--- src/ipc_defs.vh ---
`ifndef IPC_DEFS_VH
`define IPC_DEFS_VH
// register offsets on the plain register port
`define IPC_ADDR_SENSE      4'h0
`define IPC_ADDR_CTRL       4'h1
`define IPC_ADDR_PEND       4'h2
`define IPC_ADDR_PERIPH_EN  4'h3
`define IPC_ADDR_STATUS     4'h4
`define IPC_ADDR_VEC_LO     4'h5
`define IPC_ADDR_VEC_HI     4'h6
// control register fields
`define IPC_CTRL_MASK_BIT   0
`define IPC_CTRL_WAIT_BIT   1
`define IPC_CTRL_HALT_BIT   2
// reset values
`define IPC_SENSE_RST       8'h00
`define IPC_PERIPH_EN_RST   6'h00
// sense modes
`define IPC_SENSE_FALL_LOW  2'h0
`define IPC_SENSE_RISE      2'h1
`define IPC_SENSE_FALL      2'h2
`define IPC_SENSE_BOTH      2'h3
// vectors
`define IPC_VEC_RESET       16'hFFFE
`define IPC_VEC_TRAP        16'hFFFC
`define IPC_VEC_EXT0        16'hFFF8
`define IPC_VEC_EXT1        16'hFFF6
`define IPC_VEC_EXT2        16'hFFF4
`define IPC_VEC_EXT3        16'hFFF2
`define IPC_VEC_SUPPLY      16'hFFEC
`define IPC_VEC_AR_CMP      16'hFFEA
`define IPC_VEC_AR_OVF      16'hFFE8
`define IPC_VEC_BT_CAP      16'hFFE6
`define IPC_VEC_BT_RTB      16'hFFE4
`define IPC_VEC_SERIAL      16'hFFE2
// halt wake capability per peripheral bit: only overflow, time base and serial
`define IPC_PERIPH_HALT_OK  6'h34
`endif

--- src/ipc_controller.v ---
`include "ipc_defs.vh"
module ipc_controller #(
  parameter EXT_LINES = 4,
  parameter NAND_PINS = 4
)(
  input  wire                 sys_clk,
  input  wire                 rst,
  input  wire [3:0]           reg_addr,
  input  wire [7:0]           reg_wdata,
  input  wire                 reg_wr,
  input  wire                 reg_rd,
  output reg  [7:0]           reg_rdata,
  input  wire [EXT_LINES-1:0] ext_irq_line,
  input  wire [NAND_PINS-1:0] nand_pin,
  input  wire [NAND_PINS-1:0] nand_pin_irq_en,
  input  wire [5:0]           periph_flag,
  input  wire [5:0]           periph_clear,
  input  wire                 insn_end,
  input  wire                 trap_insn,
  input  wire                 return_from_irq_instruction,
  input  wire                 mask_set_insn,
  input  wire                 mask_clear_insn,
  output reg                  irq_entry_ff,
  output reg  [15:0]          program_counter_ff,
  output reg                  ctx_push_ff,
  output reg                  ctx_pop_ff,
  output reg                  global_mask_ff,
  output reg                  wake_ff
);
  // sequencer states
  localparam SEQ_IDLE  = 2'h0;
  localparam SEQ_PUSH  = 2'h1;
  localparam SEQ_FETCH = 2'h2;
  localparam SEQ_POP   = 2'h3;
  // source codes kept beside the chosen vector
  localparam SRC_NONE  = 4'h0;
  localparam SRC_RESET = 4'hF;
  localparam SRC_TRAP  = 4'hE;

  reg  [1:0]           state_ff;
  reg  [1:0]           nxt_state;
  reg  [7:0]           ext_irq_sense_register_ff;
  reg  [EXT_LINES-1:0] ext_pend_ff;
  reg  [EXT_LINES-1:0] ext_prev_ff;
  reg  [5:0]           periph_en_ff;
  reg  [5:0]           periph_pend_ff;
  reg                  trap_pend_ff;
  reg                  reset_pend_ff;
  reg                  wait_mode_ff;
  reg                  halt_mode_ff;
  reg  [15:0]          sel_vec;
  reg                  sel_valid;
  reg  [3:0]           sel_src;
  // vector and source captured when an entry is decided
  reg  [15:0]          entry_vec_ff;
  reg  [3:0]           entry_src_ff;
  wire [EXT_LINES-1:0] ext_in;
  wire [EXT_LINES-1:0] ext_level;
  wire                 nand_block;
  wire                 sense_wr;
  wire [5:0]           periph_live;
  wire                 any_req;
  wire                 halt_req;
  wire                 trap_now;
  wire                 take;

  // nand group on line 0: a low pin enabled for irq blocks the request
  assign nand_block = |(~nand_pin & nand_pin_irq_en);
  assign ext_in     = {ext_irq_line[EXT_LINES-1:1], ext_irq_line[0] & ~nand_block};
  assign sense_wr   = reg_wr && (reg_addr == `IPC_ADDR_SENSE) && global_mask_ff;

  // per-line edge detection and latching
  genvar i;
  generate
    for (i = 0; i < EXT_LINES; i = i + 1)
    begin : g_ext
      wire [1:0] mode = ext_irq_sense_register_ff[2*i+1:2*i];
      wire       rise = ext_in[i] & ~ext_prev_ff[i];
      wire       fall = ~ext_in[i] & ext_prev_ff[i];
      wire       hit  = (mode == `IPC_SENSE_RISE) ? rise :
                        (mode == `IPC_SENSE_FALL) ? fall :
                        (mode == `IPC_SENSE_BOTH) ? (rise | fall) : fall;
      wire       chg  = sense_wr && (reg_wdata[2*i+1:2*i] != mode);
      wire       done = irq_entry_ff && (entry_src_ff == i + 1);
      assign ext_level[i] = (mode == `IPC_SENSE_FALL_LOW) & ~ext_in[i];
      // a new edge outranks both the sense-change clear and the entry clear
      always @(posedge sys_clk)
      begin
        if (rst)
        begin
          ext_prev_ff[i] <= 1'b1;   // idle level of the pins, no false edge after reset
          ext_pend_ff[i] <= 1'b0;
        end
        else
        begin
          ext_prev_ff[i] <= ext_in[i];
          if (hit)
            ext_pend_ff[i] <= 1'b1;
          else if (chg)
            ext_pend_ff[i] <= 1'b0;
          else if (done)
            ext_pend_ff[i] <= 1'b0;
        end
      end
    end
  endgenerate

  // peripheral latches: set wins over the software clear sequence
  assign periph_live = periph_pend_ff & periph_en_ff;

  always @(posedge sys_clk)
  begin
    if (rst)
      periph_pend_ff <= 6'h00;
    else
      periph_pend_ff <= periph_flag | (periph_pend_ff & ~periph_clear);
  end

  // fixed priority selection
  always @*
  begin
    sel_valid = 1'b1;
    sel_src   = SRC_NONE;
    sel_vec   = `IPC_VEC_RESET;
    if (reset_pend_ff)
    begin
      sel_vec = `IPC_VEC_RESET;
      sel_src = SRC_RESET;
    end
    else if (trap_pend_ff || trap_now)
    begin
      sel_vec = `IPC_VEC_TRAP;
      sel_src = SRC_TRAP;
    end
    else if (global_mask_ff)
      sel_valid = 1'b0;
    else if (ext_pend_ff[0] | ext_level[0])
    begin
      sel_vec = `IPC_VEC_EXT0;
      sel_src = 4'h1;
    end
    else if (ext_pend_ff[1] | ext_level[1])
    begin
      sel_vec = `IPC_VEC_EXT1;
      sel_src = 4'h2;
    end
    else if (ext_pend_ff[2] | ext_level[2])
    begin
      sel_vec = `IPC_VEC_EXT2;
      sel_src = 4'h3;
    end
    else if (ext_pend_ff[3] | ext_level[3])
    begin
      sel_vec = `IPC_VEC_EXT3;
      sel_src = 4'h4;
    end
    else if (periph_live[0])
    begin
      sel_vec = `IPC_VEC_SUPPLY;
      sel_src = 4'h7;
    end
    else if (periph_live[1])
    begin
      sel_vec = `IPC_VEC_AR_CMP;
      sel_src = 4'h8;
    end
    else if (periph_live[2])
    begin
      sel_vec = `IPC_VEC_AR_OVF;
      sel_src = 4'h9;
    end
    else if (periph_live[3])
    begin
      sel_vec = `IPC_VEC_BT_CAP;
      sel_src = 4'hA;
    end
    else if (periph_live[4])
    begin
      sel_vec = `IPC_VEC_BT_RTB;
      sel_src = 4'hB;
    end
    else if (periph_live[5])
    begin
      sel_vec = `IPC_VEC_SERIAL;
      sel_src = 4'hC;
    end
    else
      sel_valid = 1'b0;
  end

  // wake sources for the low-power modes
  assign any_req  = (|ext_pend_ff) | (|ext_level) | (|periph_live);
  assign halt_req = (|ext_pend_ff) | (|ext_level) | (|(periph_live & `IPC_PERIPH_HALT_OK));

  // a trap is taken at the end of its own instruction, whatever the mask
  assign trap_now = insn_end && trap_insn;
  // decision edge: idle now and pushing next
  assign take     = (state_ff == SEQ_IDLE) && (nxt_state == SEQ_PUSH);

  // entry and return sequencer
  always @*
  begin
    case (state_ff)
      SEQ_IDLE:
        if ((insn_end || wake_ff) && sel_valid)
          nxt_state = SEQ_PUSH;
        else if (insn_end && return_from_irq_instruction)
          nxt_state = SEQ_POP;
        else
          nxt_state = SEQ_IDLE;
      SEQ_PUSH:  nxt_state = SEQ_FETCH;
      default:   nxt_state = SEQ_IDLE;
    endcase
  end

  // vector and source frozen at the decision edge, so that a mask change
  // or a level that goes away during the push cannot move the target
  always @(posedge sys_clk)
  begin
    if (rst)
    begin
      entry_vec_ff <= `IPC_VEC_RESET;
      entry_src_ff <= SRC_NONE;
    end
    else if (take)
    begin
      entry_vec_ff <= sel_vec;
      entry_src_ff <= sel_src;
    end
  end

  // trap latch: a new trap outranks the clear of an older one being taken
  always @(posedge sys_clk)
  begin
    if (rst)
      trap_pend_ff <= 1'b0;
    else if (trap_now && (trap_pend_ff || !(take && sel_src == SRC_TRAP)))
      trap_pend_ff <= 1'b1;
    else if (take && sel_src == SRC_TRAP)
      trap_pend_ff <= 1'b0;
  end

  // reset request stays pending until its own vector is taken
  always @(posedge sys_clk)
  begin
    if (rst)
      reset_pend_ff <= 1'b1;
    else if (take && sel_src == SRC_RESET)
      reset_pend_ff <= 1'b0;
  end

  // state, mask, program counter and mode control
  always @(posedge sys_clk)
  begin
    if (rst)
    begin
      state_ff           <= SEQ_IDLE;
      global_mask_ff     <= 1'b1;
      irq_entry_ff       <= 1'b0;
      ctx_push_ff        <= 1'b0;
      ctx_pop_ff         <= 1'b0;
      program_counter_ff <= 16'h0000;
      wait_mode_ff       <= 1'b0;
      halt_mode_ff       <= 1'b0;
      wake_ff            <= 1'b0;
      periph_en_ff       <= `IPC_PERIPH_EN_RST;
      ext_irq_sense_register_ff <= `IPC_SENSE_RST;
    end
    else
    begin
      // one-cycle pulses and the wake level toward the core; the reset entry saves no context
      state_ff     <= nxt_state;
      ctx_push_ff  <= take && (sel_src != SRC_RESET);
      ctx_pop_ff   <= (nxt_state == SEQ_POP);
      irq_entry_ff <= (state_ff == SEQ_PUSH);
      wake_ff      <= (wait_mode_ff && any_req) || (halt_mode_ff && halt_req);
      // mask: entry sets it, return clears it, then the core's own set and clear
      if (state_ff == SEQ_PUSH)
      begin
        program_counter_ff <= entry_vec_ff;
        global_mask_ff     <= 1'b1;
        wait_mode_ff       <= 1'b0;
        halt_mode_ff       <= 1'b0;
      end
      else if (state_ff == SEQ_POP)
        global_mask_ff <= 1'b0;
      else if (mask_set_insn)
        global_mask_ff <= 1'b1;
      else if (mask_clear_insn)
        global_mask_ff <= 1'b0;
      // software writes to the control, enable and sense registers
      if (reg_wr && reg_addr == `IPC_ADDR_CTRL)
      begin
        wait_mode_ff <= reg_wdata[`IPC_CTRL_WAIT_BIT];
        halt_mode_ff <= reg_wdata[`IPC_CTRL_HALT_BIT];
      end
      if (reg_wr && reg_addr == `IPC_ADDR_PERIPH_EN)
        periph_en_ff <= reg_wdata[5:0];
      if (sense_wr)
        ext_irq_sense_register_ff <= reg_wdata;
    end
  end

  // register read port, data one cycle after the strobe
  always @(posedge sys_clk)
  begin
    if (rst)
      reg_rdata <= 8'h00;
    else if (reg_rd)
    begin
      case (reg_addr)
        `IPC_ADDR_SENSE:     reg_rdata <= ext_irq_sense_register_ff;
        `IPC_ADDR_CTRL:      reg_rdata <= {5'h00, halt_mode_ff, wait_mode_ff, global_mask_ff};
        `IPC_ADDR_PEND:      reg_rdata <= {{(8-EXT_LINES){1'b0}}, ext_pend_ff};
        `IPC_ADDR_PERIPH_EN: reg_rdata <= {2'h0, periph_en_ff};
        `IPC_ADDR_STATUS:    reg_rdata <= {2'h0, periph_pend_ff};
        `IPC_ADDR_VEC_LO:    reg_rdata <= program_counter_ff[7:0];
        `IPC_ADDR_VEC_HI:    reg_rdata <= program_counter_ff[15:8];
        default:             reg_rdata <= 8'h00;
      endcase
    end
    else
      reg_rdata <= 8'h00;
  end
endmodule

--- config.mk ---
export PLATFORM = sky130hd
export DESIGN_NAME = ipc_controller
export DESIGN_NICKNAME = d
export VERILOG_FILES = /design/src/ipc_controller.v
export VERILOG_INCLUDE_DIRS = /design/src /design/src/src
export SDC_FILE = /design/constraint.sdc
export NUM_CORES = 1
export LEC_CHECK = 0
export ABC_AREA = 1
export ABC_CLOCK_PERIOD_IN_PS = 3300
export BUFFER_PORTS_ARGS = -buffer_cell sky130_fd_sc_hd__buf_4
export CAP_MARGIN = 20
export CORE_MARGIN = 10
export CORE_UTILIZATION = 58
export DETAILED_ROUTE_END_ITERATION = 16
export GPL_ROUTABILITY_DRIVEN = 0
export PLACE_DENSITY = 0.95
export SYNTH_ARGS = -nofsm -noshare
export SYNTH_HDL_FRONTEND = slang
export SYNTH_SLANG_ARGS = --single-unit
--- constraint.sdc ---
create_clock -name sys_clk -period 3.3 [get_ports sys_clk]
set_input_delay 0.33 -clock sys_clk [delete_from_list [all_inputs] [get_ports sys_clk]]
set_output_delay 0.33 -clock sys_clk [all_outputs]
set_load 0.01 [all_outputs]
After elaboration in Yosys (flattened, before gate mapping)
Cells that the tools add are included.

operators by class
  equality and inequality tests = 33
  muxes and demuxes = 75
  bitwise gates (word level) = 40
  reductions and logical operators = 47

operator list
  kind                                                              count
  5-bit 2-to-1 mux                                                  13
  8-bit one-hot mux with 7 select lines                             1
  4-bit 2-to-1 mux                                                  13
  1-bit 2-to-1 mux                                                  45
  1-bit logical AND                                                 22
  2-bit == test (second input constant)                             10
  4-bit by 2-bit == test with 1-bit output (second input constant)  4
  4-bit by 3-bit == test with 1-bit output (second input constant)  4
  3-bit nonzero test                                                5
  1-bit bitwise AND                                                 13
  6-bit bitwise AND                                                 2
  2-bit by 1-bit == test with 1-bit output (second input constant)  6
  4-bit OR reduction                                                3
  1-bit OR                                                          11
  2-bit logical NOT                                                 5
  1-bit inverter                                                    10
  4-bit by 1-bit == test with 1-bit output (second input constant)  2
  4-bit == test (second input constant)                             2
  2-bit != test                                                     4
  6-bit inverter                                                    1
  6-bit OR                                                          1
  6-bit OR reduction                                                1
  4-bit bitwise AND                                                 1
  4-bit logical NOT                                                 1
  other kinds (9)                                                   15

word-level totals
  register bits = 83
  input bits = 45
  output and inout port bits = 29
  word-level logic and storage cells = 220

Depth between registers and ports, before layout
Gate-level depths: netlist (run 1).

  depth after elaboration = 24
  mapped depth = 14
  gate-level depth less buffers = 13

Worst setup path before layout (run 1)
Ideal clock, no wire load.

  path kind = in2reg
  from = input reg_addr[0]
  to = register ext_irq_sense_register_ff[6]
  setup time = 0.119 ns
  arrival time = 1.305 ns
  data required time = 3.181 ns
  setup slack = 1.875 ns
  stages on the path = 9
  buffers on the path = 1
  cell sequence = nor2_1 > inv_2 > nor2_4 > inv_2 > nor3_4 > inv_2 > buf_6 > o21ai_0 > a21oi_1

on the way
  word-level cells in the longest chain between the ends = 3

ends and longest elaborated chain
  element                          RTL line              text
  start: declaration               ipc_controller.v:8    input wire [3:0] reg_addr,
  4-bit logical NOT                -
  1-bit logical AND (2 in series)  ipc_controller.v:70   assign sense_wr = reg_wr && (reg_addr == `IPC_ADDR_SENSE) && global_mask_ff;
  end signal: assignment           ipc_controller.v:267  ext_irq_sense_register_ff <= `IPC_SENSE_RST;
  end signal: assignment           ipc_controller.v:300  ext_irq_sense_register_ff <= reg_wdata;
  end: declaration                 ipc_controller.v:42   reg [7:0] ext_irq_sense_register_ff;

No other way between the ends.
A chain may end at the register's enable or synchronous reset.

Final worst setup path (run 1)
  from = register ext_irq_sense_register_ff[5]
  to = register entry_vec_ff[1]

on the way
  word-level cells in the longest chain between the ends = 14
  elaborated cells on any way between the ends = 20
  classes of those cells = eq/ne (1); mux (14); bitwise (2); reduce/logical (3)

ends and longest elaborated chain
  element                                   RTL line              text
  2-bit logical NOT (no source line) *      -
  1-bit bitwise AND *                       ipc_controller.v:85   assign ext_level[i] = (mode == `IPC_SENSE_FALL_LOW) & ~ext_in[i];
  1-bit OR *                                ipc_controller.v:147  else if (ext_pend_ff[2] | ext_level[2])
  1-bit 2-to-1 mux                          ipc_controller.v:147
  1-bit 2-to-1 mux                          ipc_controller.v:142  else if (ext_pend_ff[1] | ext_level[1])
  1-bit 2-to-1 mux                          ipc_controller.v:137  else if (ext_pend_ff[0] | ext_level[0])
  1-bit 2-to-1 mux                          ipc_controller.v:135  else if (global_mask_ff)
  1-bit 2-to-1 mux                          ipc_controller.v:130  else if (trap_pend_ff || trap_now)
  1-bit 2-to-1 mux                          ipc_controller.v:125  if (reset_pend_ff)
  1-bit logical AND                         ipc_controller.v:205  if ((insn_end || wake_ff) && sel_valid)
  2-bit 2-to-1 mux                          ipc_controller.v:205
  2-bit one-hot mux with 2 select lines     ipc_controller.v:203  case (state_ff)
  2-bit by 1-bit == test with 1-bit output  ipc_controller.v:198  assign take = (state_ff == SEQ_IDLE) && (nxt_state == SEQ_PUSH);
  1-bit logical AND                         ipc_controller.v:198
  end signal: assignment                    ipc_controller.v:222  entry_vec_ff <= `IPC_VEC_RESET;
  end signal: assignment                    ipc_controller.v:227  entry_vec_ff <= sel_vec;
  end: declaration                          ipc_controller.v:55   reg [15:0] entry_vec_ff;

Mark *: on every way between the ends. The rest lies on a longest branch, timed or not.

==> run_summary.xml, run 1 <==
<?xml version="1.0" encoding="UTF-8"?>
<metrics>
  <group name="final_layout">
    <metric name="postLayoutCoreUtil" unit="%">74.3</metric>
    <metric name="diodes" unit="">0</metric>
    <metric name="fillCellCount" unit="">380</metric>
    <metric name="area_growth_syn_to_layout" unit="%">22.7</metric>
    <metric name="design.final.nets" unit="">559</metric>
    <metric name="post_route_cells_drive_above_1_share" unit="%">24.5</metric>
  </group>
  <group name="timing">
    <metric name="final.hold.worst_slack" unit="ns">0.180</metric>
    <metric name="worst_slack" unit="ns">1.58</metric>
    <metric name="peak_freq" unit="MHz">582</metric>
    <metric name="worst_clock_skew" unit="ns">0.00776</metric>
    <metric name="totalNegativeSetupSlack" unit="ns">0</metric>
    <metric name="grt_setup_unrepaired" unit="">false</metric>
    <metric name="slew_headroom" unit="%">58.3</metric>
    <metric name="post-route-min-period" unit="ns">1.72</metric>
    <metric name="final-max-slew-violation-count" unit="">0</metric>
    <metric name="tightestPinTransition" unit="ns">0.623</metric>
    <metric name="timing.final.hold_violations" unit="">0</metric>
    <metric name="post-route-period-util" unit="%">52.1</metric>
    <metric name="setup_viol" unit="">0</metric>
  </group>
  <group name="route">
    <metric name="drt_pass1_iterations" unit="">6</metric>
    <metric name="overall_routed_net_length" unit="um">9120</metric>
    <metric name="drtIter0Drc" unit="">335</metric>
    <metric name="avgRoutedWirePerCell" unit="um">15.7</metric>
    <metric name="drcViolationCount" unit="">0</metric>
    <metric name="detailroute.via_count" unit="">3292</metric>
    <metric name="antenna_left" unit="">0</metric>
    <metric name="via_per_inst" unit="">5.67</metric>
  </group>
  <group name="clock_network">
    <metric name="insertion_delay_of_the_later_clocked_pin_in_the_worst_skew_pair" unit="ns">0.35</metric>
    <metric name="cts_post_setup_buffers_inserted" unit="">0</metric>
    <metric name="clock_tree.buffer_depth" unit="">2</metric>
    <metric name="cts_buffers" unit="">9</metric>
    <metric name="tritoncts_clock_tree" unit="">done</metric>
    <metric name="clk_sinks" unit="">60</metric>
    <metric name="htree_levels" unit="">3</metric>
    <metric name="path_clk_slew" unit="ns">0.07</metric>
    <metric name="number_of_gates_given_a_new_drive_strength_after_cts" unit="">0</metric>
    <metric name="postCtsHoldBufs" unit="">0</metric>
    <metric name="clock_tree_root_driver_cell" unit="">sky130_fd_sc_hd__clkbuf_8</metric>
  </group>
  <group name="grt">
    <metric name="grt_start_max_net_pins" unit="">23</metric>
    <metric name="grt_pass1_vias" unit="">3220</metric>
    <metric name="grt_first_pass_wirelength" unit="um">15000</metric>
    <metric name="antenna_found_initial" unit="">0</metric>
    <metric name="grt_util_all_layers" unit="%">21.2</metric>
    <metric name="global_route.overflow_total" unit="">0</metric>
  </group>
  <group name="outcome">
    <metric name="status" unit="">complete, no violations</metric>
  </group>
  <group name="synth">
    <metric name="synth_compound_area_share" unit="%">15.7</metric>
    <metric name="synth-edff-count" unit="">0</metric>
    <metric name="cell_type_with_the_largest_total_area_after_synthesis" unit="">sky130_fd_sc_hd__dfxtp_1</metric>
    <metric name="ys_top_cells_by_area" unit="">sky130_fd_sc_hd__dfxtp_1, sky130_fd_sc_hd__nand2_1, sky130_fd_sc_hd__inv_1</metric>
    <metric name="ys_flop_type" unit="">sky130_fd_sc_hd__dfxtp_1</metric>
    <metric name="synth_top_cell_area_share" unit="%">38.1</metric>
    <metric name="synth_xor_xnor_area_share" unit="%">2.22</metric>
    <metric name="syn-cell-area" unit="um2">3150</metric>
    <metric name="synth_warnings" unit="">0</metric>
    <metric name="synthesis.area_per_instance" unit="um2">7.15</metric>
    <metric name="netlist_top_cells_count" unit="">sky130_fd_sc_hd__nand2_1, sky130_fd_sc_hd__dfxtp_1, sky130_fd_sc_hd__inv_1, sky130_fd_sc_hd__a21oi_1, sky130_fd_sc_hd__nor2_1</metric>
    <metric name="synth_simple_gate_area_share" unit="%">28.6</metric>
    <metric name="synthesis.instances" unit="">441</metric>
    <metric name="synth-async-reset-ratio" unit="%">0</metric>
    <metric name="yosys-mux-area-fraction" unit="%">0</metric>
    <metric name="yosysUniqueCellTypes" unit="">41</metric>
    <metric name="yosys.cell_count.top_type" unit="">sky130_fd_sc_hd__nand2_1</metric>
    <metric name="synth_nets" unit="">494</metric>
    <metric name="synth-seq-cells" unit="">60</metric>
    <metric name="synthAdderAreaFrac" unit="%">3.17</metric>
    <metric name="synth_top_family_by_area" unit="">simple AND/OR/NAND/NOR gates</metric>
    <metric name="sequential_cell_area_fraction_in_the_yosys_report" unit="%">38.1</metric>
  </group>
  <group name="hold_path">
    <metric name="hold_path_class" unit="">input pin to flip-flop</metric>
  </group>
  <group name="floorplan">
    <metric name="fp.dieW" unit="um">93.7</metric>
    <metric name="pin_count" unit="">74</metric>
    <metric name="die_height" unit="um">93.7</metric>
    <metric name="initial_core_util" unit="%">60.6</metric>
    <metric name="core.rowCount" unit="">26</metric>
    <metric name="fp.coreArea" unit="um2">5200</metric>
    <metric name="floorplan.die_area" unit="um2">8790</metric>
  </group>
  <group name="worst_setup_path">
    <metric name="setup.worst_path.class" unit="">flip-flop to flip-flop</metric>
    <metric name="worstPathRequired" unit="ns">3.53</metric>
    <metric name="worstSetupEndpointType" unit="">flip-flop</metric>
    <metric name="arrival" unit="ns">1.95</metric>
    <metric name="ff2ff_setup_slack" unit="ns">1.58</metric>
    <metric name="crit_fanout" unit="">11</metric>
    <metric name="worst_setup_path_start_kind" unit="">flip-flop</metric>
  </group>
  <group name="place">
    <metric name="place_worst_setup_slack" unit="ns">1.59</metric>
    <metric name="dp_hpwl" unit="um">6770</metric>
    <metric name="placement.io_buffers" unit="">72</metric>
  </group>
  <group name="job">
    <metric name="max-cap-violations" unit="">0</metric>
  </group>
  <group name="power_and_ir_drop">
    <metric name="pwr_density_cell" unit="nW/um2">482</metric>
    <metric name="power.leakage" unit="nW">1.87</metric>
    <metric name="worst_ir_drop_vdd" unit="V">0.000289</metric>
    <metric name="finalPower" unit="W">0.00186</metric>
  </group>
</metrics>
critical path: stages, from the launching register on:
cell and delay, ns:
sky130_fd_sc_hd__dfxtp_1 0.39, sky130_fd_sc_hd__nor2_1 0.06, sky130_fd_sc_hd__nand2_1 0.14, sky130_fd_sc_hd__nand2_1 0.08, sky130_fd_sc_hd__nor2_2 0.09, sky130_fd_sc_hd__nand2_2 0.08, sky130_fd_sc_hd__nor2_2 0.10, sky130_fd_sc_hd__nand2_2 0.07
sky130_fd_sc_hd__nand2_2 0.08, sky130_fd_sc_hd__nand2_4 0.09, sky130_fd_sc_hd__nand3_4 0.16, sky130_fd_sc_hd__inv_1 0.10, sky130_fd_sc_hd__nand2_1 0.09, sky130_fd_sc_hd__nand3_1 0.07
logic make-up after synthesis:
| family | count (synthesis) |
|---|---|
| compound gates | 89 |
| xor+xnor | 8 |
| fa+ha+maj | 8 |
| buf+inv | 84 |
| flops | 60 |
| other cells | 1 |
| simple gates | 191 |
layer usage:
| metal | global-route usage (%) | share of wire, % | vias to the layer above |
|---|---|---|---|
| met3 | 7.19 | 11 | 48 |
| met5 | 0 | 0 | - |
| met4 | 13.8 | 5.0 | 0 |
| met2 | 33.0 | 45 | 226 |
| li1 | - | - | 1552 |
| met1 | 24.3 | 39 | 1466 |
flip-flops by register name, summed over array words and instances (netlist names), 2 cells and up:
name / count
ext_irq_sense_register_ff: 8
state_ff: 2
program_counter_ff: 5
entry_src_ff: 4
periph_en_ff: 6
ext_prev_ff: 4
ext_pend_ff: 4
periph_pend_ff: 6
reg_rdata: 8
entry_vec_ff: 4
cells in the final DEF, fill, tap and decap left out, types with 2 or more instances in the layout:
cell and n:
sky130_fd_sc_hd__buf_4 73, sky130_fd_sc_hd__a211oi_1 2, sky130_fd_sc_hd__nor3_1 3, sky130_fd_sc_hd__inv_1 56, sky130_fd_sc_hd__clkinv_2 3, sky130_fd_sc_hd__nor2_2 9, sky130_fd_sc_hd__ha_1 8, sky130_fd_sc_hd__o21ai_0 28
sky130_fd_sc_hd__a21oi_1 41, sky130_fd_sc_hd__nand4_1 7, sky130_fd_sc_hd__nand3_1 23, sky130_fd_sc_hd__bufinv_16 2, sky130_fd_sc_hd__inv_2 8, sky130_fd_sc_hd__o211ai_1 2, sky130_fd_sc_hd__a221oi_1 2, sky130_fd_sc_hd__o22ai_1 5
sky130_fd_sc_hd__clkbuf_8 10, sky130_fd_sc_hd__nand2_1 90, sky130_fd_sc_hd__xor2_1 8, sky130_fd_sc_hd__dfxtp_1 60, sky130_fd_sc_hd__nor2_1 39, sky130_fd_sc_hd__a31oi_1 2, sky130_fd_sc_hd__nand3_2 4, sky130_fd_sc_hd__nand2_2 9
path summary, 6_finish.rpt:
path / end / depth (start not counted) / start
setup / recovery: entry_vec_ff[1] / 13 / ext_irq_sense_register_ff[5]
setup reg to reg: entry_vec_ff[1] / 13 / ext_irq_sense_register_ff[5]
hold / removal: periph_pend_ff[0] / 3 / periph_flag[0]
hold reg to reg: program_counter_ff[3] / 2 / entry_vec_ff[3]
where the power goes:
group	leakage, nW	internal, W	total, W	switching, W
logic	1.27	0.000130	0.000315	0.000185
registers	0.492	0.000769	0.000812	0.0000431
clock network	0.113	0.000442	0.000738	0.000296
total	1.87	0.00134	0.00186	0.000524
metrics by stage:
| stage | cells | instance area, um2 |
|---|---|---|
| final | 581 | 3870 |
| after global routing | 581 | 3870 |
| after CTS | 581 | 3870 |
| after global placement | 565 | 3650 |
| after floorplan | 441 | 3150 |
| after detailed placement | 565 | 3650 |
cell type report:
| class | count | area (um2) | share of cell area (%) |
|---|---|---|---|
| Multi-Input combinational cell | 297 | 1570 | 40.6 |
| Sequential cell | 60 | 1200 | 31.1 |
| Timing Repair Buffer | 73 | 548 | 14.2 |
| Inverter | 65 | 244 | 6.31 |
| Clock buffer | 11 | 141 | 3.66 |
| Tap cell | 70 | 87.6 | 2.26 |
| Clock inverter | 5 | 75.1 | 1.94 |
No activity file was read; power rests on OpenSTA's default activity.
==> inputs of run 2 (changes only) <==
--- a/config.mk
+++ b/config.mk
@@ -7,14 +7,14 @@
 export NUM_CORES = 1
 export LEC_CHECK = 0
 export ABC_AREA = 1
-export ABC_CLOCK_PERIOD_IN_PS = 3300
+export ABC_CLOCK_PERIOD_IN_PS = 1400
 export BUFFER_PORTS_ARGS = -buffer_cell sky130_fd_sc_hd__buf_4
 export CAP_MARGIN = 20
 export CORE_MARGIN = 10
-export CORE_UTILIZATION = 58
+export CORE_UTILIZATION = 49
 export DETAILED_ROUTE_END_ITERATION = 16
 export GPL_ROUTABILITY_DRIVEN = 0
-export PLACE_DENSITY = 0.95
+export PLACE_DENSITY = 0.87
 export SYNTH_ARGS = -nofsm -noshare
 export SYNTH_HDL_FRONTEND = slang
 export SYNTH_SLANG_ARGS = --single-unit
==> constraint.sdc (replaced) <==
create_clock -name sys_clk -period 1.4 [get_ports sys_clk]
set_input_delay 0.14 -clock sys_clk [delete_from_list [all_inputs] [get_ports sys_clk]]
set_output_delay 0.14 -clock sys_clk [all_outputs]
set_load 0.01 [all_outputs]
==> run 2 against run 1 <==
The flow now finishes with violations (setup timing). Global-route usage decreased by 0.64 points. Power increased to 2.6 times the previous value. First-iteration DRC count increased by 45%. Setup slack got worse by 1.8 ns. Hold slack got worse by 0.18 ns.
==> run_summary.xml, run 2 (synthesis results as in run 1) <==
<?xml version="1.0" encoding="UTF-8"?>
<metrics>
  <group name="worst_setup_path">
    <metric name="crit_path_top_delay_cell" unit="">sky130_fd_sc_hd__dfxtp_2</metric>
    <metric name="r2r_start" unit="">periph_en_ff[3]</metric>
    <metric name="worstPathRequired" unit="ns">1.65</metric>
    <metric name="worstPathBufferInverterCount" unit="">2</metric>
    <metric name="regToRegEndpoint" unit="">entry_src_ff[0]</metric>
    <metric name="crit_fanout" unit="">3</metric>
    <metric name="cp_cell_sequence" unit="">nand2_4, buf_6, nand3_2, nand2_2, nand2_1, nand2_1, nand2_1, nand2_1, nand2_1, nand2_2, buf_4, a21oi_4, o21ai_2</metric>
    <metric name="timing.reg2reg.worst_path_depth" unit="">13</metric>
    <metric name="cp_top_family" unit="">simple AND/OR/NAND/NOR gates</metric>
    <metric name="worst_setup_path_start_kind" unit="">flip-flop</metric>
    <metric name="timing.critical_path.slowest_cell_delay" unit="ns">0.36</metric>
    <metric name="crit_path_frequent_cell" unit="">sky130_fd_sc_hd__nand2_1</metric>
    <metric name="worstSetupEndpointType" unit="">flip-flop</metric>
    <metric name="setup.worst_path.class" unit="">flip-flop to flip-flop</metric>
    <metric name="ff2ff_setup_slack" unit="ns">-0.19</metric>
    <metric name="arrival" unit="ns">1.83</metric>
  </group>
  <group name="clock_network">
    <metric name="insertion_delay_of_the_later_clocked_pin_in_the_worst_skew_pair" unit="ns">0.35</metric>
    <metric name="tritoncts_clock_tree" unit="">done</metric>
    <metric name="clock_tree.buffer_depth" unit="">2</metric>
    <metric name="clock_tree_root_driver_cell" unit="">sky130_fd_sc_hd__clkbuf_8</metric>
    <metric name="path_clk_slew" unit="ns">0.07</metric>
    <metric name="htree_levels" unit="">3</metric>
    <metric name="clk_sinks" unit="">60</metric>
    <metric name="cts_buffers" unit="">9</metric>
  </group>
  <group name="route">
    <metric name="antenna_left" unit="">0</metric>
    <metric name="via_per_inst" unit="">5.87</metric>
    <metric name="avgRoutedWirePerCell" unit="um">17.7</metric>
    <metric name="drcViolationCount" unit="">0</metric>
    <metric name="detailroute.via_count" unit="">3818</metric>
    <metric name="overall_routed_net_length" unit="um">11500</metric>
    <metric name="drt_pass1_iterations" unit="">6</metric>
    <metric name="drtIter0Drc" unit="">486</metric>
  </group>
  <group name="final_layout">
    <metric name="design.final.nets" unit="">621</metric>
    <metric name="layout_top_registers" unit="">ext_irq_sense_register_ff (8), reg_rdata (8)</metric>
    <metric name="layout.cells.most_common" unit="">sky130_fd_sc_hd__buf_4</metric>
    <metric name="layout_common_cells" unit="">sky130_fd_sc_hd__buf_4, sky130_fd_sc_hd__nand2_1, sky130_fd_sc_hd__inv_1, sky130_fd_sc_hd__dfxtp_1, sky130_fd_sc_hd__a21oi_1</metric>
    <metric name="postLayoutCoreUtil" unit="%">71.5</metric>
    <metric name="fillCellCount" unit="">443</metric>
    <metric name="post_route_cells_drive_above_1_share" unit="%">36.8</metric>
    <metric name="finish.cell_count_without_fillers" unit="">650</metric>
    <metric name="diodes" unit="">0</metric>
    <metric name="area_growth_syn_to_layout" unit="%">43.2</metric>
  </group>
  <group name="outcome">
    <metric name="violated_checks" unit="">setup timing</metric>
    <metric name="status" unit="">finished with violations</metric>
  </group>
  <group name="place">
    <metric name="dp_hpwl" unit="um">7820</metric>
    <metric name="placement.io_buffers" unit="">72</metric>
    <metric name="place_worst_setup_slack" unit="ns">-0.142</metric>
    <metric name="place_inst" unit="">625</metric>
  </group>
  <group name="timing">
    <metric name="peak_freq" unit="MHz">630</metric>
    <metric name="final-max-slew-violation-count" unit="">0</metric>
    <metric name="timing.final.hold_violations" unit="">0</metric>
    <metric name="worst_clock_skew" unit="ns">0.00905</metric>
    <metric name="post-route-period-util" unit="%">113</metric>
    <metric name="worst_slack" unit="ns">-0.188</metric>
    <metric name="setup_viol" unit="">14</metric>
    <metric name="final.hold.worst_slack" unit="ns">0.00140</metric>
    <metric name="post-route-min-period" unit="ns">1.59</metric>
    <metric name="grt_setup_unrepaired" unit="">true</metric>
  </group>
  <group name="power_and_ir_drop">
    <metric name="pwr_density_cell" unit="nW/um2">1080</metric>
    <metric name="finalPower" unit="W">0.00489</metric>
    <metric name="worst_ir_drop_vdd" unit="V">0.000755</metric>
    <metric name="power.leakage" unit="nW">2.23</metric>
  </group>
  <group name="floorplan">
    <metric name="fp.coreArea" unit="um2">6310</metric>
    <metric name="fp.dieW" unit="um">100</metric>
    <metric name="die_height" unit="um">100</metric>
    <metric name="pin_count" unit="">74</metric>
    <metric name="initial_core_util" unit="%">49.9</metric>
    <metric name="floorplan.die_area" unit="um2">10000</metric>
    <metric name="core.rowCount" unit="">29</metric>
  </group>
  <group name="hold_path">
    <metric name="worstHoldEndpoint" unit="">periph_pend_ff[0]</metric>
    <metric name="hold_path_class" unit="">input pin to flip-flop</metric>
    <metric name="worst_hold_path.num_cells" unit="">3</metric>
    <metric name="hp-start" unit="">periph_flag[0]</metric>
  </group>
  <group name="grt">
    <metric name="grt_first_pass_wirelength" unit="um">16600</metric>
    <metric name="grt_pass1_vias" unit="">3709</metric>
    <metric name="grt_start_max_net_pins" unit="">19</metric>
    <metric name="grt_util_all_layers" unit="%">20.6</metric>
    <metric name="global_route.overflow_total" unit="">0</metric>
    <metric name="antenna_found_initial" unit="">0</metric>
  </group>
  <group name="job">
    <metric name="max-cap-violations" unit="">0</metric>
  </group>
</metrics>
[run 2: cell count changes in the layout (fill, tap and decap cells not counted), sizes merged]
cell | before | now
buf | 73 | 132
bufinv | 2 | 3
clkbuf | 11 | 12
clkinv | 4 | 2
clkinvlp | 0 | 1
dlygate4sd3 | 0 | 3
inv | 64 | 63
[run 2: worst max path at each step]
stage / end / from / cells after the start
finish: entry_src_ff[0] / periph_en_ff[3] / 13
global route: entry_src_ff[3] / periph_en_ff[4] / 13
CTS: entry_src_ff[2] / ext_irq_sense_register_ff[4] / 14
detailed placement: entry_vec_ff[1] / periph_pend_ff[3] / 12
global placement: entry_vec_ff[2] / ext_irq_sense_register_ff[4] / 13
floorplan: entry_src_ff[1] / ext_irq_sense_register_ff[4] / 14
[run 2: power by group]
part	total [W]	internal, W	switching (W)
clock	0.00199	0.00128	0.000707
sequential	0.00191	0.00181	0.0000923
combinational	0.000999	0.000445	0.000554
total	0.00489	0.00354	0.00135
[run 2: per-layer routing]
metal  vias up  track usage [%]  routed length [um]
met1      1713             20.8                3890
li1       1677                -                   -
met2       334             35.3                5410
met5         -                0                   0
met4         0             14.3                 884
met3        94             6.39                1340
[run 2: worst register-to-register path, cell delays in order, from the launching register on]
cell and delay, ns:
sky130_fd_sc_hd__dfxtp_2 0.36, sky130_fd_sc_hd__nand2_4 0.07, sky130_fd_sc_hd__buf_6 0.12, sky130_fd_sc_hd__nand3_2 0.05, sky130_fd_sc_hd__nand2_2 0.06, sky130_fd_sc_hd__nand2_1 0.06
sky130_fd_sc_hd__nand2_1 0.04, sky130_fd_sc_hd__nand2_1 0.07, sky130_fd_sc_hd__nand2_1 0.06, sky130_fd_sc_hd__nand2_1 0.09, sky130_fd_sc_hd__nand2_2 0.08, sky130_fd_sc_hd__buf_4 0.15
sky130_fd_sc_hd__a21oi_4 0.18, sky130_fd_sc_hd__o21ai_2 0.08
[run 2: layout make-up]
cell class | instances | area, um2 | area share, %
multi-input combinational | 297 | 1670 | 36.9
sequential | 60 | 1210 | 26.8
timing repair buffer | 135 | 1040 | 23.1
inverter | 65 | 250 | 5.54
clock buffer | 12 | 155 | 3.44
tap | 77 | 96.3 | 2.13
clock inverter | 4 | 95.1 | 2.11
[run 2: what timing repair did]
action	in CTS	in global routing
hold buffers	3	0
gates resized for setup	5	27
setup buffers	4	2
setup endpoints to repair	13	22
pin swaps	8	14
endpoints found under the hold margin	3	0
cloned	0	0
[run 2: stage by stage]
| step | instance area, um2 | setup TNS, ns |
|---|---|---|
| 2_1_floorplan | 3160 | -0.0181 |
| 3_3_place_gp | 4070 | -0.169 |
| 3_5_place_dp | 4070 | -0.950 |
| 4_1_cts | 4400 | -0.984 |
| 5_1_grt | 4520 | -2.59 |
| 6_report | 4520 | -1.49 |
==> inputs of run 3 (changes only) <==
--- a/config.mk
+++ b/config.mk
@@ -10,11 +10,13 @@
 export ABC_CLOCK_PERIOD_IN_PS = 1400
 export BUFFER_PORTS_ARGS = -buffer_cell sky130_fd_sc_hd__buf_4
 export CAP_MARGIN = 20
+export CELL_PAD_IN_SITES_DETAIL_PLACEMENT = 1
+export CELL_PAD_IN_SITES_GLOBAL_PLACEMENT = 2
 export CORE_MARGIN = 10
-export CORE_UTILIZATION = 49
+export CORE_UTILIZATION = 26
 export DETAILED_ROUTE_END_ITERATION = 16
 export GPL_ROUTABILITY_DRIVEN = 0
-export PLACE_DENSITY = 0.87
+export PLACE_DENSITY = 0.84
 export SYNTH_ARGS = -nofsm -noshare
 export SYNTH_HDL_FRONTEND = slang
 export SYNTH_SLANG_ARGS = --single-unit
==> run 3 against run 2 <==
The run still ends with setup timing left. Sequential power about the same. Sequential cell count unchanged. Power up 0.50%. Core utilization down 32 points. Clock skew down 0.0014 ns. Critical path depth down 2. Cell count up 12%. Clock power up 4%. Critical endpoint is now entry_vec_ff[4].
==> run_summary.xml, run 3 (synthesis results as in run 1) <==
<?xml version="1.0" encoding="UTF-8"?>
<metrics>
  <group name="route">
    <metric name="via_per_inst" unit="">4.72</metric>
    <metric name="drt_pass1_iterations" unit="">4</metric>
    <metric name="antenna_left" unit="">0</metric>
    <metric name="drcViolationCount" unit="">0</metric>
    <metric name="overall_routed_net_length" unit="um">11900</metric>
    <metric name="avgRoutedWirePerCell" unit="um">16.3</metric>
    <metric name="detailroute.via_count" unit="">3438</metric>
    <metric name="drtIter0Drc" unit="">142</metric>
  </group>
  <group name="worst_setup_path">
    <metric name="worstPathBufferInverterCount" unit="">1</metric>
    <metric name="worstSetupEndpointType" unit="">flip-flop</metric>
    <metric name="arrival" unit="ns">1.72</metric>
    <metric name="worstPathRequired" unit="ns">1.62</metric>
    <metric name="cp_num_cells" unit="">11</metric>
    <metric name="setup.worst_path.class" unit="">flip-flop to flip-flop</metric>
    <metric name="cp_cell_sequence" unit="">nand2_4, nand3_4, nor2_4, nand2_2, nor2_2, nand2_2, nand2_2, nand2_4, buf_6, nand4_1, nand3_1</metric>
    <metric name="crit_fanout" unit="">6</metric>
    <metric name="worst_setup_path_start_kind" unit="">flip-flop</metric>
    <metric name="cp_top_family" unit="">simple AND/OR/NAND/NOR gates</metric>
    <metric name="timing.reg2reg.worst_path_depth" unit="">11</metric>
    <metric name="crit_path_top_delay_cell" unit="">sky130_fd_sc_hd__dfxtp_2</metric>
    <metric name="timing.critical_path.slowest_cell_delay" unit="ns">0.34</metric>
    <metric name="crit_path_frequent_cell" unit="">sky130_fd_sc_hd__nand2_2</metric>
  </group>
  <group name="floorplan">
    <metric name="pin_count" unit="">74</metric>
    <metric name="initial_core_util" unit="%">26.4</metric>
    <metric name="fp.coreArea" unit="um2">12000</metric>
    <metric name="core.rowCount" unit="">40</metric>
    <metric name="floorplan.die_area" unit="um2">16900</metric>
    <metric name="fp.dieW" unit="um">130</metric>
    <metric name="die_height" unit="um">130</metric>
  </group>
  <group name="final_layout">
    <metric name="layout_common_cells" unit="">sky130_fd_sc_hd__buf_4, sky130_fd_sc_hd__nand2_1, sky130_fd_sc_hd__inv_1, sky130_fd_sc_hd__dfxtp_1, sky130_fd_sc_hd__a21oi_1</metric>
    <metric name="layout_top_registers" unit="">ext_irq_sense_register_ff (8), reg_rdata (8)</metric>
    <metric name="design.final.nets" unit="">630</metric>
    <metric name="area_growth_syn_to_layout" unit="%">48.8</metric>
    <metric name="diodes" unit="">0</metric>
    <metric name="layout.cells.most_common" unit="">sky130_fd_sc_hd__buf_4</metric>
    <metric name="fillCellCount" unit="">1459</metric>
    <metric name="post_route_cells_drive_above_1_share" unit="%">39.7</metric>
  </group>
  <group name="timing">
    <metric name="timing.final.hold_violations" unit="">0</metric>
    <metric name="worst_slack" unit="ns">-0.104</metric>
    <metric name="setup_viol" unit="">13</metric>
    <metric name="final-max-slew-violation-count" unit="">0</metric>
    <metric name="final.hold.worst_slack" unit="ns">0.0142</metric>
    <metric name="post-route-min-period" unit="ns">1.50</metric>
    <metric name="peak_freq" unit="MHz">665</metric>
    <metric name="post-route-period-util" unit="%">107</metric>
    <metric name="worst_clock_skew" unit="ns">0.00765</metric>
    <metric name="grt_setup_unrepaired" unit="">true</metric>
  </group>
  <group name="place">
    <metric name="placement.io_buffers" unit="">72</metric>
    <metric name="place_worst_setup_slack" unit="ns">-0.148</metric>
    <metric name="dp_hpwl" unit="um">9510</metric>
  </group>
  <group name="clock_network">
    <metric name="cts_buffers" unit="">9</metric>
    <metric name="tritoncts_clock_tree" unit="">done</metric>
    <metric name="clock_tree_root_driver_cell" unit="">sky130_fd_sc_hd__clkbuf_16</metric>
    <metric name="clock_tree.buffer_depth" unit="">2</metric>
    <metric name="htree_levels" unit="">3</metric>
    <metric name="insertion_delay_of_the_later_clocked_pin_in_the_worst_skew_pair" unit="ns">0.34</metric>
    <metric name="clk_sinks" unit="">60</metric>
    <metric name="path_clk_slew" unit="ns">0.06</metric>
  </group>
  <group name="hold_path">
    <metric name="hold_path_class" unit="">input pin to flip-flop</metric>
    <metric name="worst_hold_path.num_cells" unit="">3</metric>
  </group>
  <group name="job">
    <metric name="max-cap-violations" unit="">0</metric>
  </group>
  <group name="power_and_ir_drop">
    <metric name="worst_ir_drop_vdd" unit="V">0.000535</metric>
    <metric name="power.leakage" unit="nW">2.27</metric>
    <metric name="pwr_density_cell" unit="nW/um2">1050</metric>
  </group>
  <group name="grt">
    <metric name="grt_pass1_vias" unit="">3714</metric>
    <metric name="grt_util_all_layers" unit="%">14.3</metric>
    <metric name="antenna_found_initial" unit="">0</metric>
    <metric name="grt_first_pass_wirelength" unit="um">18800</metric>
    <metric name="grt_start_max_net_pins" unit="">18</metric>
    <metric name="global_route.overflow_total" unit="">0</metric>
  </group>
  <group name="outcome">
    <metric name="violated_checks" unit="">setup timing</metric>
    <metric name="status" unit="">finished with violations</metric>
  </group>
</metrics>
[run 3: cell types whose count changed in the layout (fill, tap and decap cells not counted), moves of 3 or more]
cell | before | now
sky130_fd_sc_hd__nand2_1 | 79 | 75
sky130_fd_sc_hd__bufinv_16 | 3 | 0
sky130_fd_sc_hd__buf_4 | 129 | 140
sky130_fd_sc_hd__dlygate4sd3_1 | 3 | 0
sky130_fd_sc_hd__clkbuf_8 | 11 | 0
sky130_fd_sc_hd__clkbuf_16 | 0 | 9
sky130_fd_sc_hd__nand2_4 | 6 | 3
sky130_fd_sc_hd__clkinvlp_4 | 1 | 4
sky130_fd_sc_hd__nand2_2 | 15 | 22
[run 3: worst register-to-register path, stage by stage (launching register included)]
cell	delay [ns]
sky130_fd_sc_hd__dfxtp_2	0.34
sky130_fd_sc_hd__nand2_4	0.09
sky130_fd_sc_hd__nand3_4	0.09
sky130_fd_sc_hd__nor2_4	0.12
sky130_fd_sc_hd__nand2_2	0.06
sky130_fd_sc_hd__nor2_2	0.12
sky130_fd_sc_hd__nand2_2	0.07
sky130_fd_sc_hd__nand2_2	0.09
sky130_fd_sc_hd__nand2_4	0.09
sky130_fd_sc_hd__buf_6	0.13
sky130_fd_sc_hd__nand4_1	0.09
sky130_fd_sc_hd__nand3_1	0.09
[run 3: area by class of cell]
cell class | instances | area (um2) | share of cell area (%)
inverter | 65 | 249 | 5.31
clock buffer | 9 | 225 | 4.80
timing repair buffer | 143 | 1080 | 23.1
tap | 147 | 184 | 3.92
sequential | 60 | 1210 | 25.9
clock inverter | 7 | 52.6 | 1.12
multi-input combinational | 298 | 1680 | 35.8
[run 3: report_power, final]
part	leakage [nW]	switching [W]	internal, W
registers	0.496	0.0000807	0.00182
logic	1.65	0.000520	0.000435
clock network	0.124	0.000862	0.00120
[run 3: repair_timing]
| item | in CTS | in global routing |
|---|---|---|
| gates cloned | 1 | 0 |
| setup endpoints to repair | 14 | 25 |
| setup buffers | 3 | 2 |
| resized for setup | 15 | 24 |
| pin swaps | 10 | 14 |
| hold endpoints to repair | 0 | 0 |
| hold buffers | 0 | 0 |
[run 3: per-layer routing]
| layer | global-route usage, % | part of all wire, % | vias up |
|---|---|---|---|
| met2 | 25.7 | 52 | 69 |
| met5 | 0 | 0 | - |
| met4 | 6.42 | 2.5 | 0 |
| met3 | 3.12 | 4.7 | 21 |
| li1 | - | - | 1697 |
| met1 | 15.7 | 41 | 1651 |
[run 3: final timing paths]
check	from	to	slack, ns
max	periph_en_ff[3]	entry_vec_ff[4]	-0.10
min	periph_flag[0]	periph_pend_ff[0]	0.01
max reg2reg	periph_en_ff[3]	entry_vec_ff[4]	-0.10
min reg2reg	entry_vec_ff[1]	program_counter_ff[1]	0.45
[run 3: through the flow]
step                setup TNS, ns  instances  total power (W)  area, um2  util, %
finish                     -0.820        729          0.00492       4690     39.2
CTS                        -0.734        727          0.00492       4590     38.4
detailed placement          -1.95        707          0.00284       4250     35.5
floorplan                 -0.0181        441          0.00240       3160        -
global route                -2.31        729          0.00517       4690     39.2
global placement           -0.537        707          0.00281       4250     35.5
